==> src/include/uecor_map.svh <==
`ifndef UECOR_MAP_SVH
`define UECOR_MAP_SVH

// Register addresses on the software port
`define UECOR_EP1_LENGTH 16'hFE98
`define UECOR_EP1_RX 16'hFE99
`define UECOR_EP2_LENGTH 16'hFE9A
`define UECOR_EP2_RX 16'hFE9B
`define UECOR_EP3_LENGTH 16'hFE9C
`define UECOR_EP3_RX 16'hFE9D
`define UECOR_EP4_LENGTH 16'hFE9E
`define UECOR_EP4_RX 16'hFE9F
`define UECOR_TEST_CONTROL 16'hFEAC
`define UECOR_TEST_READBACK 16'hFEAD
`define UECOR_BUF_OFFSETS 16'hFEAE

// Reset values
`define UECOR_TEST_CONTROL_RESET 8'h00
`define UECOR_TEST_READBACK_RESET 8'h00
`define UECOR_BUF_OFFSETS_RESET 8'h00
`define UECOR_LEN_RESET 7'h00
`define UECOR_UNMAPPED_READ 8'h00

// Offset field: endpoint n at bits 2n-1:2n-2
`define UECOR_OFS_WIDTH 2

// Buffer windows
`define UECOR_EP1_BUF_BASE 16'h0280
`define UECOR_EP2_BUF_BASE 16'h0300
`define UECOR_EP34_BUF_BASE 16'h0380
`define UECOR_BANK_STEP 16'h0040
`define UECOR_OFS_STEP 16'h0010

// Largest legal length, and the saturation point of the byte counter
`define UECOR_MAX_PAYLOAD 7'h40
`define UECOR_CNT_SAT 7'h7F

// Host gives up on a silent device after this many cycles
`define UECOR_HOST_TIMEOUT 8'hFF

`endif

==> src/include/uecor_pkg.sv <==
`include "uecor_map.svh"

package uecor_pkg;
	typedef logic [7:0] uecor_byte_t;
	typedef logic [6:0] uecor_len_t;
	typedef logic [15:0] uecor_addr_t;
	typedef logic [2:0] uecor_ep_t;

	typedef enum logic [2:0] {DEV_IDLE, DEV_SEND, DEV_WAIT, DEV_RECV} uecor_dev_state_t;
	typedef enum logic [2:0] {HOST_IDLE, HOST_SEND, HOST_WAIT_HS, HOST_RECV} uecor_host_state_t;

	typedef struct packed {
		uecor_dev_state_t st;
		logic [1:0] ep;
		uecor_len_t idx;
		uecor_len_t lim;
		uecor_addr_t ram_addr;
		logic ram_we;
		uecor_byte_t ram_wdata;
		logic dd_valid;
		uecor_byte_t dd_byte;
		logic dd_eop;
		logic d_ack;
		logic d_nak;
		uecor_len_t [3:0] length;
		uecor_len_t [3:0] rx;
		uecor_byte_t test_control;
		uecor_byte_t offsets;
		uecor_byte_t rdata;
	} uecor_dev_t;

	typedef struct packed {
		uecor_host_state_t st;
		logic is_in;
		uecor_len_t len;
		uecor_len_t cnt;
		uecor_byte_t seed;
		uecor_byte_t sum;
		uecor_byte_t timer;
		logic tok_valid;
		logic tok_in;
		uecor_ep_t tok_ep;
		logic hd_valid;
		uecor_byte_t hd_byte;
		logic hd_eop;
		logic h_ack;
		logic ready;
		logic done;
		logic done_ok;
		uecor_len_t done_count;
		uecor_byte_t done_sum;
	} uecor_host_t;
endpackage

==> src/include/uecor_link_if.sv <==
`timescale 1ns/1ps

interface uecor_link_if;
	import uecor_pkg::*;
	logic tok_valid;
	logic tok_in;
	uecor_ep_t tok_ep;
	logic hd_valid;
	uecor_byte_t hd_byte;
	logic hd_eop;
	logic h_ack;
	logic dd_valid;
	uecor_byte_t dd_byte;
	logic dd_eop;
	logic d_ack;
	logic d_nak;

	modport dev (
		input tok_valid, tok_in, tok_ep, hd_valid, hd_byte, hd_eop, h_ack,
		output dd_valid, dd_byte, dd_eop, d_ack, d_nak
	);
	modport host (
		output tok_valid, tok_in, tok_ep, hd_valid, hd_byte, hd_eop, h_ack,
		input dd_valid, dd_byte, dd_eop, d_ack, d_nak
	);
endinterface // uecor_link_if

==> src/core/uecor_window.sv <==
`timescale 1ns/1ps

module uecor_window (
	input wire uecor_pkg::uecor_addr_t base,
	input wire logic bank,
	input wire logic [1:0] offset,
	output uecor_pkg::uecor_addr_t start
);
	import uecor_pkg::*;

	always_comb begin
		start = base;
		if (bank) begin
			start = 16'(start + `UECOR_BANK_STEP);
		end
		start = 16'(start + 16'(`UECOR_OFS_STEP * {14'h0000, offset}));
	end
endmodule // uecor_window

==> src/core/uecor_device.sv <==
// Behaviour
// - Seven-bit received count for endpoints one to four
// - Endpoint 1 count loads only on ACKed OUT
// - Endpoint 2 count updates on ACKed OUT and on software write
// - Endpoint 3 count refreshes on ACKed OUT
// - Endpoint 4 count captures on ACKed OUT
// - Endpoint 2 IN: software writes bytes to send
// - Endpoint 2 OUT: software writes maximum payload
// - Endpoint 3 IN: software writes bytes to send
// - Endpoint 3 OUT: software writes maximum payload
// - Endpoint 4 IN: length written before token
// - Endpoint 4 OUT: software writes maximum payload
// - Lengths only 0 to 64; bit 7 unused (length registers still accept 65 to 127, no clamp)
// - Test control is read/write, resets zero
// - Read-only test readback register, resets zero
// - Offset register: two bits per endpoint
// - Endpoint 2 offset bits 3:2 plus bank
// - Endpoint 2 window 0300 plus bank, offset steps
// - Endpoint 3 window 0380 plus bank, offset steps
// - Endpoint 4 window 0380 (same base as endpoint 3) plus bank, offset steps
// - Direction one: IN only; zero: OUT only
`timescale 1ns/1ps

module uecor_device (
	input wire logic core_clk,
	input wire logic rst_n,
	uecor_link_if.dev link,
	input wire uecor_pkg::uecor_addr_t sw_addr,
	input wire uecor_pkg::uecor_byte_t sw_wdata,
	input wire logic sw_wr,
	input wire logic sw_rd,
	output uecor_pkg::uecor_byte_t sw_rdata,
	input wire logic [3:0] ep_dir,
	input wire logic [3:0] ep_bank,
	output uecor_pkg::uecor_addr_t ram_addr,
	output uecor_pkg::uecor_byte_t ram_wdata,
	output logic ram_we,
	input wire uecor_pkg::uecor_byte_t ram_rdata
);
	import uecor_pkg::*;

	uecor_dev_t r;
	uecor_dev_t next_r;
	uecor_addr_t win [4];
	uecor_addr_t base [4];
	logic tok_ok;
	logic [1:0] tok_idx;

	assign base[0] = `UECOR_EP1_BUF_BASE;
	assign base[1] = `UECOR_EP2_BUF_BASE;
	assign base[2] = `UECOR_EP34_BUF_BASE;
	assign base[3] = `UECOR_EP34_BUF_BASE;

	genvar gi;
	generate
		for (gi = 0; gi < 4; gi++) begin : g_win
			uecor_window u_win (
				.base(base[gi]),
				.bank(ep_bank[gi]),
				.offset(r.offsets[2*gi+1:2*gi]),
				.start(win[gi])
			);
		end
	endgenerate

	// Endpoint 0 belongs to the control path, not here
	assign tok_idx = 2'(link.tok_ep - 3'h1);
	assign tok_ok = (link.tok_ep != 3'h0) && (link.tok_ep <= 3'h4)
		&& (ep_dir[tok_idx] == link.tok_in);

	always_comb begin
		next_r = r;
		next_r.ram_we = 1'b0;
		next_r.dd_valid = 1'b0;
		next_r.dd_eop = 1'b0;
		next_r.d_ack = 1'b0;
		next_r.d_nak = 1'b0;

		// Bit 7 of length registers is dropped on write
		if (sw_wr) begin
			if (sw_addr == `UECOR_EP1_LENGTH) begin
				next_r.length[0] = sw_wdata[6:0];
			end else if (sw_addr == `UECOR_EP2_LENGTH) begin
				next_r.length[1] = sw_wdata[6:0];
			end else if (sw_addr == `UECOR_EP2_RX) begin
				next_r.rx[1] = sw_wdata[6:0];
			end else if (sw_addr == `UECOR_EP3_LENGTH) begin
				next_r.length[2] = sw_wdata[6:0];
			end else if (sw_addr == `UECOR_EP3_RX) begin
				next_r.rx[2] = sw_wdata[6:0];
			end else if (sw_addr == `UECOR_EP4_LENGTH) begin
				next_r.length[3] = sw_wdata[6:0];
			end else if (sw_addr == `UECOR_EP4_RX) begin
				next_r.rx[3] = sw_wdata[6:0];
			end else if (sw_addr == `UECOR_TEST_CONTROL) begin
				next_r.test_control = sw_wdata;
			end else if (sw_addr == `UECOR_BUF_OFFSETS) begin
				next_r.offsets = sw_wdata;
			end
		end

		next_r.rdata = `UECOR_UNMAPPED_READ;
		if (sw_rd) begin
			if (sw_addr == `UECOR_EP1_LENGTH) begin
				next_r.rdata = {1'b0, r.length[0]};
			end else if (sw_addr == `UECOR_EP1_RX) begin
				next_r.rdata = {1'b0, r.rx[0]};
			end else if (sw_addr == `UECOR_EP2_LENGTH) begin
				next_r.rdata = {1'b0, r.length[1]};
			end else if (sw_addr == `UECOR_EP2_RX) begin
				next_r.rdata = {1'b0, r.rx[1]};
			end else if (sw_addr == `UECOR_EP3_LENGTH) begin
				next_r.rdata = {1'b0, r.length[2]};
			end else if (sw_addr == `UECOR_EP3_RX) begin
				next_r.rdata = {1'b0, r.rx[2]};
			end else if (sw_addr == `UECOR_EP4_LENGTH) begin
				next_r.rdata = {1'b0, r.length[3]};
			end else if (sw_addr == `UECOR_EP4_RX) begin
				next_r.rdata = {1'b0, r.rx[3]};
			end else if (sw_addr == `UECOR_TEST_CONTROL) begin
				next_r.rdata = r.test_control;
			end else if (sw_addr == `UECOR_TEST_READBACK) begin
				next_r.rdata = `UECOR_TEST_READBACK_RESET;
			end else if (sw_addr == `UECOR_BUF_OFFSETS) begin
				next_r.rdata = r.offsets;
			end
		end

		case (r.st)
			DEV_IDLE: begin
				// Wrong-direction tokens are dropped without answer
				if (link.tok_valid && tok_ok) begin
					next_r.ep = tok_idx;
					next_r.idx = `UECOR_LEN_RESET;
					// Length latched now so a late write cannot cut a packet
					next_r.lim = r.length[tok_idx];
					next_r.ram_addr = win[tok_idx];
					next_r.st = link.tok_in ? DEV_SEND : DEV_RECV;
				end
			end
			DEV_SEND: begin
				if (r.idx != r.lim) begin
					next_r.dd_valid = 1'b1;
					next_r.dd_byte = ram_rdata;
					next_r.ram_addr = 16'(r.ram_addr + 16'h0001);
					next_r.idx = 7'(r.idx + 7'h01);
				end else begin
					next_r.dd_eop = 1'b1;
					next_r.st = DEV_WAIT;
				end
			end
			DEV_WAIT: begin
				// A fresh token also releases us if the handshake was lost
				if (link.h_ack || link.tok_valid) begin
					next_r.st = DEV_IDLE;
				end
			end
			DEV_RECV: begin
				if (link.hd_valid) begin
					// Bytes past the maximum never touch the neighbour's window
					if (r.idx < r.lim) begin
						next_r.ram_we = 1'b1;
						next_r.ram_wdata = link.hd_byte;
						next_r.ram_addr = 16'(win[r.ep] + {9'h000, r.idx});
					end
					if (r.idx != `UECOR_CNT_SAT) begin
						next_r.idx = 7'(r.idx + 7'h01);
					end
				end else if (link.hd_eop) begin
					if (r.idx <= r.lim) begin
						next_r.d_ack = 1'b1;
						// Hardware load wins over a same-cycle software write
						next_r.rx[r.ep] = r.idx;
					end else begin
						next_r.d_nak = 1'b1;
					end
					next_r.st = DEV_IDLE;
				end
			end
			default: begin
				next_r.st = DEV_IDLE;
			end
		endcase
	end

	always_ff @(posedge core_clk) begin
		if (!rst_n) begin
			r <= '0;
			r.test_control <= `UECOR_TEST_CONTROL_RESET;
			r.offsets <= `UECOR_BUF_OFFSETS_RESET;
		end else begin
			r <= next_r;
		end
	end

	assign sw_rdata = r.rdata;
	assign ram_addr = r.ram_addr;
	assign ram_wdata = r.ram_wdata;
	assign ram_we = r.ram_we;
	assign link.dd_valid = r.dd_valid;
	assign link.dd_byte = r.dd_byte;
	assign link.dd_eop = r.dd_eop;
	assign link.d_ack = r.d_ack;
	assign link.d_nak = r.d_nak;
endmodule // uecor_device

==> src/flat_wrapper.sv <==
// flat-port wrapper written by rule: the top's interface ports become plain ports
module uecor_device_flat import uecor_pkg::*;
  (core_clk, rst_n, sw_addr, sw_wdata, sw_wr, sw_rd, sw_rdata, ep_dir, ep_bank, ram_addr, ram_wdata, ram_we, ram_rdata, link_tok_valid, link_tok_in, link_tok_ep, link_hd_valid, link_hd_byte, link_hd_eop, link_h_ack, link_dd_valid, link_dd_byte, link_dd_eop, link_d_ack, link_d_nak);
  uecor_link_if link_i ();
  input wire logic core_clk;
  input wire logic rst_n;
  input wire uecor_pkg::uecor_addr_t sw_addr;
  input wire uecor_pkg::uecor_byte_t sw_wdata;
  input wire logic sw_wr;
  input wire logic sw_rd;
  output uecor_pkg::uecor_byte_t sw_rdata;
  input wire logic [3:0] ep_dir;
  input wire logic [3:0] ep_bank;
  output uecor_pkg::uecor_addr_t ram_addr;
  output uecor_pkg::uecor_byte_t ram_wdata;
  output logic ram_we;
  input wire uecor_pkg::uecor_byte_t ram_rdata;
  input wire logic [$bits(link_i.tok_valid)-1:0] link_tok_valid;
  input wire logic [$bits(link_i.tok_in)-1:0] link_tok_in;
  input wire logic [$bits(link_i.tok_ep)-1:0] link_tok_ep;
  input wire logic [$bits(link_i.hd_valid)-1:0] link_hd_valid;
  input wire logic [$bits(link_i.hd_byte)-1:0] link_hd_byte;
  input wire logic [$bits(link_i.hd_eop)-1:0] link_hd_eop;
  input wire logic [$bits(link_i.h_ack)-1:0] link_h_ack;
  output wire logic [$bits(link_i.dd_valid)-1:0] link_dd_valid;
  output wire logic [$bits(link_i.dd_byte)-1:0] link_dd_byte;
  output wire logic [$bits(link_i.dd_eop)-1:0] link_dd_eop;
  output wire logic [$bits(link_i.d_ack)-1:0] link_d_ack;
  output wire logic [$bits(link_i.d_nak)-1:0] link_d_nak;
  assign link_i.tok_valid = link_tok_valid;
  assign link_i.tok_in = link_tok_in;
  assign link_i.tok_ep = link_tok_ep;
  assign link_i.hd_valid = link_hd_valid;
  assign link_i.hd_byte = link_hd_byte;
  assign link_i.hd_eop = link_hd_eop;
  assign link_i.h_ack = link_h_ack;
  assign link_dd_valid = link_i.dd_valid;
  assign link_dd_byte = link_i.dd_byte;
  assign link_dd_eop = link_i.dd_eop;
  assign link_d_ack = link_i.d_ack;
  assign link_d_nak = link_i.d_nak;
  uecor_device u_core (.core_clk(core_clk), .rst_n(rst_n), .link(link_i), .sw_addr(sw_addr), .sw_wdata(sw_wdata), .sw_wr(sw_wr), .sw_rd(sw_rd), .sw_rdata(sw_rdata), .ep_dir(ep_dir), .ep_bank(ep_bank), .ram_addr(ram_addr), .ram_wdata(ram_wdata), .ram_we(ram_we), .ram_rdata(ram_rdata));
endmodule
==> config.mk <==
export PLATFORM = sky130hd
export DESIGN_NAME = uecor_device_flat
export DESIGN_NICKNAME = d
export VERILOG_FILES = /design/src/include/uecor_pkg.sv /design/src/include/uecor_link_if.sv /design/src/core/uecor_window.sv /design/src/core/uecor_device.sv /design/src/flat_wrapper.sv
export VERILOG_INCLUDE_DIRS = /design/src /design/src/include
export SDC_FILE = /design/constraint.sdc
export NUM_CORES = 1
export LEC_CHECK = 0
export BUFFER_PORTS_ARGS = -buffer_cell sky130_fd_sc_hd__buf_2
export CAP_MARGIN = 10
export CORE_UTILIZATION = 35
export CTS_CLUSTER_DIAMETER = 200
export DETAILED_ROUTE_END_ITERATION = 12
export GPL_TIMING_DRIVEN = 0
export PLACE_DENSITY_LB_ADDON = 0.05
export SYNTH_ARGS = -nofsm -noshare
export SYNTH_HDL_FRONTEND = slang
export SYNTH_SLANG_ARGS = --single-unit
==> constraint.sdc <==
create_clock -name core_clk -period 2.3 [get_ports core_clk]
set_input_delay 0 -clock core_clk [delete_from_list [all_inputs] [get_ports core_clk]]
set_output_delay 0 -clock core_clk [all_outputs]
set_load 0.05 [all_outputs]
Word level (Yosys, flattened, before mapping)

Index checks and enable logic that the tools add are counted.
Widths: inputs -> output; s select.

$add $sub $neg: 8
Order comparisons: 8
Equality and inequality tests: 26
Multiplexer cells: 61
Bitwise logic cells: 15
Reduce and logical (&&, ||, !) cells: 26

Operator list:

| cell                  | number |
|---|---|
| $eq 16x16->1 const B  | 11 |
| $mux 7                | 22 |
| $mux 28               | 4 |
| $mux 16               | 5 |
| $add 16x6->16         | 4 |
| $bmux 16 s2           | 2 |
| $mux 21               | 3 |
| $mux 25               | 2 |
| $pmux 16 s3           | 1 |
| $mux 35               | 1 |
| $bwmux 28             | 1 |
| $mux 14               | 2 |
| $mux 8                | 3 |
| $pmux 7 s3            | 1 |
| $reduce_and 5->1      | 4 |
| $add 16x1->16 const B | 1 |
| $add 16x7->16         | 1 |
| $bmux 7 s2            | 1 |
| $demux 7 s2           | 1 |
| $not 1->1             | 13 |
| $mux 3                | 4 |
| $pmux 3 s4            | 1 |
| $ne 2x1->1 const B    | 5 |
| $reduce_and 10->1     | 1 |
| 30 further kinds      | 50 |

Flip-flop bits (word level): 136
Bits of input ports: 60
Output and inout port bits: 45
Word-level logic and storage cells: 168

Logic depth before layout (Yosys ltp)

Gate-level depths: netlist of run 1.

Word-level depth: 14
Depth in mapped cells: 10
Depth with buffers taken out: 8

Cells and area by module

A second synthesis of run 1 with hierarchy kept.

Cells, all modules: 1233
Area, all modules: 10505.1 um2

Modules (own cells, without submodules):

| module                                   | instances | cells each | area an instance (um2) | sequential area each (um2) |
|---|---|---|---|---|
| uecor_device                             | 1         | 934        | 8211.6                 | 2702.6 |
| uecor_window (u_core.g_win[0].u_win ...) | 2         | 76         | 591.8                  | 0.0 |
| uecor_window (u_core.g_win[3].u_win)     | 1         | 71         | 564.3                  | 0.0 |
| uecor_window (u_core.g_win[2].u_win)     | 1         | 76         | 545.5                  | 0.0 |

Least setup slack after synthesis of run 1

No wires, ideal clock.

Path kind: flip-flop to flip-flop
Start: register u_core.r[131] in the netlist's numbering
End: register u_core.r, in the netlist u_core.ram_addr[8]
Setup time: 124 ps
Arrival time: 2283 ps
Required time: 2176 ps
Slack: -107 ps
Cell stages (with the launch flop): 9
Path buffers: 1
Period minus slack after synthesis: 2407 ps
Cell sequence: dfxtp_1 -> buf_2 -> mux4_2 -> ha_1 -> fa_1 -> a21oi_1 -> o21ai_0 -> a221oi_1 -> a21oi_1

Longest elaborated chain between the ends: 8

Ends and longest elaborated chain:

| item                                       | line                | RTL |
|---|---|---|
| start, declared                            | uecor_device.sv:42  | `uecor_dev_t r;` |
| start signal, assigned                     | uecor_device.sv:192 | `r <= next_r;` |
| $not 2->3 (implied by the code)            | uecor_device.sv:164 | `next_r.ram_addr = 16'(win[r.ep] + {9'h000, r.idx});` |
| $bmux 16 s2                                | uecor_device.sv:164 |  |
| $mux 16 (implied by the code) (2 in a row) | uecor_device.sv:164 |  |
| $add 16x7->16                              | uecor_device.sv:164 |  |
| $mux 25                                    | uecor_device.sv:161 | `if (r.idx < r.lim) begin` |
| $mux 25                                    | uecor_device.sv:159 | `if (link.hd_valid) begin` |
| $pmux 16 s3                                | uecor_device.sv:129 | `case (r.st)` |

Every way passes these cells. The select of a mux whose other input is x is not followed.
A chain may end at the register's enable or synchronous reset.

Worst setup path after layout of run 1

Same ends and word-level chain as after synthesis.

==> results of run 1 <==
-- routing by layer --
layer | wire (µm) | global-route usage [%] | part of all wire, %
met1 | 11800 | 32.0 | 47
met2 | 11600 | 37.2 | 46
met3 | 1090 | 3.66 | 4.4
met4 | 661 | 8.59 | 2.6
met5 | 0 | 0 | 0
-- final cells by class --
class | count | area share, %
clock buffer | 18 | 4.73
timing repair buffer | 133 | 8.93
sequential | 135 | 29.2
buffer | 101 | 6.64
multi-input combinational | 583 | 44.8
clock inverter | 14 | 1.10
tap | 270 | 3.63
inverter | 24 | 0.969
-- worst max-delay path by stage --
stage,from,slack [ns],endpoint
2_1_floorplan,u_core.r[131],-0.06,u_core.ram_addr[8]
3_3_place_gp,u_core.r[124],-0.88,u_core.r[27]
3_5_place_dp,link_tok_ep[0],-0.87,u_core.r[122]
4_1_cts,u_core.r[130],-0.06,u_core.ram_addr[10]
5_1_grt,u_core.r[131],-0.07,u_core.ram_addr[8]
6_report,u_core.r[131],-0.05,u_core.ram_addr[8]
-- tightest hold or removal path, cell delays in order --
cell,delay (ns)
buf_2,0.10
mux4_2,0.22
nand3_1,0.07
o211ai_1,0.07
-- repair_timing --
action | CTS | global route
resized for setup | 34 | 39
gates cloned | 0 | 0
setup endpoints to repair | 80 | 52
hold buffers | 22 | 0
endpoints found under the hold margin | 21 | 0
buffers inserted | 7 | 8
pin swaps | 6 | 13
-- cells in the mapped netlist, types with 4 or more instances --
library cell,count
nor3b_1,5
nand3_1,33
and4_1,4
a211oi_1,9
mux2_2,15
buf_1,6
a21oi_1,47
nor4_1,4
mux2i_1,67
o211ai_1,9
and3_1,6
nand2_1,109
xnor2_1,11
ha_1,15
a31oi_1,6
nand4_1,9
clkbuf_1,47
a32o_1,8
buf_4,41
a22o_1,6
nor3_1,15
o211a_1,9
buf_2,8
or3_1,4
o21ai_0,42
a22oi_1,11
mux4_2,14
dfxtp_1,135
nor2_1,75
inv_1,23
-- power breakdown --
group          total, W  internal [W]  switching (W)
clock           0.00255       0.00141        0.00114
combinational  0.000615      0.000230       0.000385
sequential      0.00237       0.00235      0.0000193
-- kinds of logic (layout without fill, tap and decap cells) --
group	Yosys count	in the layout	share of synthesized area, %
and+or+nand+nor	285	285	18.2
muxes	96	96	15.7
adders and majority gates	16	16	2.83
buffers and inverters	128	290	8.99
xor gates and xnor gates	13	13	1.65
AOI/OAI and AO/OA	173	173	15.8
DFF	135	135	36.8
-- per-stage QoR --
stage,area [µm²],power [W],setup WS (ns)
floorplan,7340,0.00278,-0.0587
global placement,8160,0.00298,-0.884
detailed placement,8160,0.00298,-0.873
CTS,9080,0.00557,-0.0620
global route,9290,0.00575,-0.0704
finish,9290,0.00554,-0.0527
-- sequential cells by signal, summed over array words and instances (netlist names) --
register	flops
u_core.ram_we	1
u_core.link.d_nak	1
u_core.link.d_ack	1
u_core.r	90
u_core.sw_rdata	8
u_core.ram_addr	16
u_core.link.dd_byte	8
u_core.ram_wdata	8
u_core.link.dd_valid	1
u_core.link.dd_eop	1
==> results.ini, run 1 <==
[floorplanning]
row_count=52
pin_count=105
die_width_um=147
core_region_area_um2=20400
die-area_um2=21500
die_h_um=147
initial_core_util_pct=36.0

[placement]
place_hpwl_um=17900
dp_cells=1212
port_buffers=96
gp_congestion=0.882

[setup_path]
crit_fanout=4
cpPeakStageDelay_ns=0.54
rrSetupSlack_ns=-0.05
criticalPathCategory=register to register
worstPathArrival_ns=2.67
worstPathCellList=buf_6, mux4_2, ha_4, fa_2, a21oi_4, o21ai_2, a221oi_2, a21oi_1
worst-path-buf-inv=1
cp.depth=8
r2r-end=u_core.ram_addr[8]
reg2regPathDepth=8
crit_path_top_delay_cell=mux4_2
crit_family=compound AO/OA/AOI/OAI gates
worstPathRequired_ns=2.61
critical_path.endpoint_type=register
r2r-start=u_core.r[131]
critPathLaunchType=register

[routing]
dr_total_vias=6710
drt_iter0_drc=426
routedWlPerCell_um=19.6
ant_nets=0
dr.pass1.iters=5
wl_um=25100
drc_errors=0
via_per_inst=5.25

[timing]
timing.fmax_mhz=425
fin_hold_ws_ns=0.0797
finClkSkew_ns=0.0103
slew_violations=0
period_share_pct=102
setup_viol=2
tightest_slew_ns=0.866
fin_tns_setup_ns=-0.0596
post-route-min-period_ns=2.35
slew_headroom_pct=42.3
hold_viol=0
worst_slack_ns=-0.0527
rsz0062_at_grt=yes

[worst_hold_path]
min_path_type=primary input to register
min_to=u_core.ram_addr[6]
whs_path_depth=4
min_from=ep_bank[3]

[synthesis]
synth_cell_types=62
yosysTopAreaCellShare_pct=36.8
synth_ff_type=dfxtp_1
synth-seq-area-share_pct=36.8
synth-seq-cells=135
syn_inst=846
synth.largest_area_cell=dfxtp_1
synth_edf_count=0
ys_async_sr_fraction_pct=0
synth_nets=922
synth_area_leaders=dfxtp_1 37%, mux2i_1 9.1%, nand2_1 5.6%
avgSynthCellArea_um2=8.67
yosysWarnings=0
netlist_area_um2=7330

[global_routing]
track_usage_pct=23.4
grt_pass1_vias=6264
grt_pass1_wl_um=37800
antenna_found_initial=0
grt_overflow_total=0
grt_max_degree=17

[clock_network]
clock_path_buffers=2
h-tree-depth=4
cts_buffers=17
clock_sinks=135
clk_pin_slew_ns=0.06
clk_latency_ns=0.43
cts-root-buf=clkbuf_16
tritoncts=built

[pwr]
power_density_nw_per_um2=596
p_leak_nw=3.92
worst_ir_drop_vdd_v=0.000462

[outcome]
status=finished, violations left
violations=setup timing

[finish]
antenna_cells=0
fin_util_pct=45.6
multi_input_area_um2=4160
syn_to_final_growth_pct=26.7
fill_cells=2015
final_cell_mix=130 x dfxtp_1, 109 x nand2_1, 101 x buf_2, 74 x nor2_1, 67 x mux2i_1
regArea_um2=2720
final_common_cell=dfxtp_1
layout-drive-gt1-share_pct=26.8
layout.nets=1071
layoutNonFillerInstCount=1278

[flow_run]
maxCapViolations=0

Note: power is estimated with default switching activity, not from simulation.
==> run 2: changes to the inputs <==
- PLACE_DENSITY: default -> 0.66
- PLACE_DENSITY_LB_ADDON: 0.05 -> default
- SLEW_MARGIN: default -> 20
==> run 2 against run 1 <==
Final cell count up 0.55%. Highest routed layer unchanged. Design area rose by 1.9%. Count of clock-buffer cells in the layout is 3 higher. Clock power rose by 25%. Sequential power is essentially flat. Flip-flop and latch count unchanged. First-iteration DRC count up 54%. Utilization rose by 0.86 points. The run now ends clean. Maximum frequency grew 3.9%. Wire length down 5.5%. Die area did not move. Sequential share of layout area shrank 0.51 points.
==> results.ini, run 2 (synthesized netlist as in run 1, its figures left out) <==
[outcome]
status=complete, no violations

[routing]
dr.pass1.iters=5  ; unchanged
ant_nets=0  ; unchanged
drt_iter0_drc=654  ; +54%
via_per_inst=5.38  ; +2.4%
wl_um=23700  ; -5.5%
dr_total_vias=6909  ; +3.0%
routedWlPerCell_um=18.4  ; -6.0%
drc_errors=0  ; unchanged

[flow_run]
maxCapViolations=0  ; unchanged

[timing]
tightest_slew_ns=0.832  ; -0.0342 ns
post-route-min-period_ns=2.26  ; -0.0887 ns
timing.fmax_mhz=442  ; +3.9%
slew_headroom_pct=44.3  ; +2.0 points
fin_tns_setup_ns=0  ; +0.0596 ns
rsz0062_at_grt=yes
period_share_pct=98.4  ; -3.9 points
setup_viol=0  ; -2
slew_violations=0  ; unchanged
hold_viol=0  ; unchanged
finClkSkew_ns=0.0112  ; +0.000910 ns

[worst_hold_path]
min_from=rst_n
min_to=u_core.ram_addr[2]
whs_path_depth=3  ; -1
min_path_type=primary input to register

[global_routing]
grt_pass1_vias=6508  ; +3.9%
grt_max_degree=17  ; unchanged
antenna_found_initial=0  ; unchanged
grt_overflow_total=0  ; unchanged
grt_pass1_wl_um=36500  ; -3.5%
track_usage_pct=22.0  ; -1.4 points

[placement]
port_buffers=96  ; unchanged
gp_congestion=0.942  ; +6.8%
place_hpwl_um=16900  ; -5.4%
placed_area_um2=8160  ; unchanged

[setup_path]
r2r-start=u_core.r[131]
worst-path-buf-inv=1  ; unchanged
worstPathRequired_ns=2.60  ; about the same
cp.depth=8  ; unchanged
crit_path_top_delay_cell=mux4_2
cpPeakStageDelay_ns=0.52  ; -0.02 ns
r2r-end=u_core.ram_addr[8]
reg2regPathDepth=8  ; unchanged
worstPathArrival_ns=2.57  ; -0.10 ns
critical_path.endpoint_type=register
crit_start=u_core.r[131]
critPathLaunchType=register
rrSetupSlack_ns=0.04  ; +0.09 ns
crit_family=compound AO/OA/AOI/OAI gates
worstPathCellList=buf_6, mux4_2, ha_4, fa_2, a21oi_4, o21ai_2, a221oi_2, a21oi_1
criticalPathCategory=register to register
crit_fanout=5  ; +1

[clock_network]
tritoncts=built
clk_pin_slew_ns=0.06  ; about the same
cts_buffers=17  ; unchanged
h-tree-depth=4  ; unchanged
clock_sinks=135  ; unchanged
cts-root-buf=clkbuf_16
clock_path_buffers=2  ; unchanged
clk_latency_ns=0.42  ; about the same

[floorplanning]
initial_core_util_pct=36.0  ; unchanged
die_width_um=147  ; unchanged
die_h_um=147  ; unchanged
row_count=52  ; unchanged
pin_count=105  ; unchanged
die-area_um2=21500  ; unchanged
core_region_area_um2=20400  ; unchanged

[pwr]
p_leak_nw=4.02  ; +2.6%
worst_ir_drop_vdd_v=0.000507  ; +9.7%
power_density_nw_per_um2=652  ; +9.4%

[finish]
layout.nets=1078  ; +0.65%
final_cell_mix=128 x dfxtp_1, 109 x nand2_1, 103 x buf_2, 74 x nor2_1, 67 x mux2i_1
largest_register=u_core.r
layout-drive-gt1-share_pct=27.5  ; +0.70 points
fill_cells=1959  ; -2.8%
fin_util_pct=46.5  ; +0.86 points
antenna_cells=0  ; unchanged
syn_to_final_growth_pct=29.1
largest_reg_flops=90  ; unchanged
regArea_um2=2720  ; about the same
stdcell_area_um2=9470  ; +1.9%
final_common_cell=dfxtp_1
multi_input_area_um2=4170  ; +0.21%

run 2: final cells by class:
type | instances | area share, %
multi-input cells | 583 | 44.0
inverters | 24 | 0.951
repair buffers | 139 | 9.10
well taps | 270 | 3.57
plain buffers | 102 | 6.36
clock inverters | 11 | 2.30
clock buffers | 21 | 4.97
flip-flops and latches | 135 | 28.7
run 2: repair_timing:
action                                 in CTS  in global routing
setup buffers                               8                 14
pin swaps                                   5                 11
hold buffers                               22                  0
endpoints found under the hold margin      21                  0
resized for setup                          35                 40
setup endpoints to repair                  77                 58
run 2: report_power, final:
part | switching [W] | internal (W) | leakage [nW]
registers | 0.0000204 | 0.00236 | 1.09
clock network | 0.00105 | 0.00212 | 0.330
logic | 0.000382 | 0.000236 | 2.60
run 2: worst min-delay path: cells and delay by family:
family	cells	cell delay (ns)
AND/OR/NAND/NOR	1	0.17
buffers and inverters	1	0.25
AO/OA/AOI/OAI	1	0.06
run 2: worst max-delay path by stage:
stage | slack [ns] | to
after floorplan | -0.06 | u_core.ram_addr[8]
after global placement | -0.77 | u_core.r[122]
after detailed placement | -0.81 | u_core.r[120]
after CTS | -0.009 | u_core.ram_addr[8]
after global routing | -0.04 | u_core.ram_addr[8]
final | 0.04 | u_core.ram_addr[8]
run 2: stage by stage:
| step | hold slack [ns] | power, W | setup slack [ns] | instances |
|---|---|---|---|---|
| 5_1_grt | 0.0940 | 0.00634 | -0.0384 | 1285 |
| 6_report | 0.100 | 0.00617 | 0.0360 | 1285 |
| 3_5_place_dp | 0.245 | 0.00296 | -0.815 | 1212 |
| 4_1_cts | 0.0806 | 0.00619 | -0.00893 | 1274 |
| 3_3_place_gp | 0.234 | 0.00296 | -0.765 | 1212 |
| 2_1_floorplan | 0.136 | 0.00278 | -0.0587 | 846 |
run 2: metal layers:
metal,share of wire (%),wire (µm),global-route usage [%]
met1,44,10400,29.1
met2,46,10900,35.2
met3,7.2,1700,4.53
met4,2.6,625,8.18
met5,0,0,0
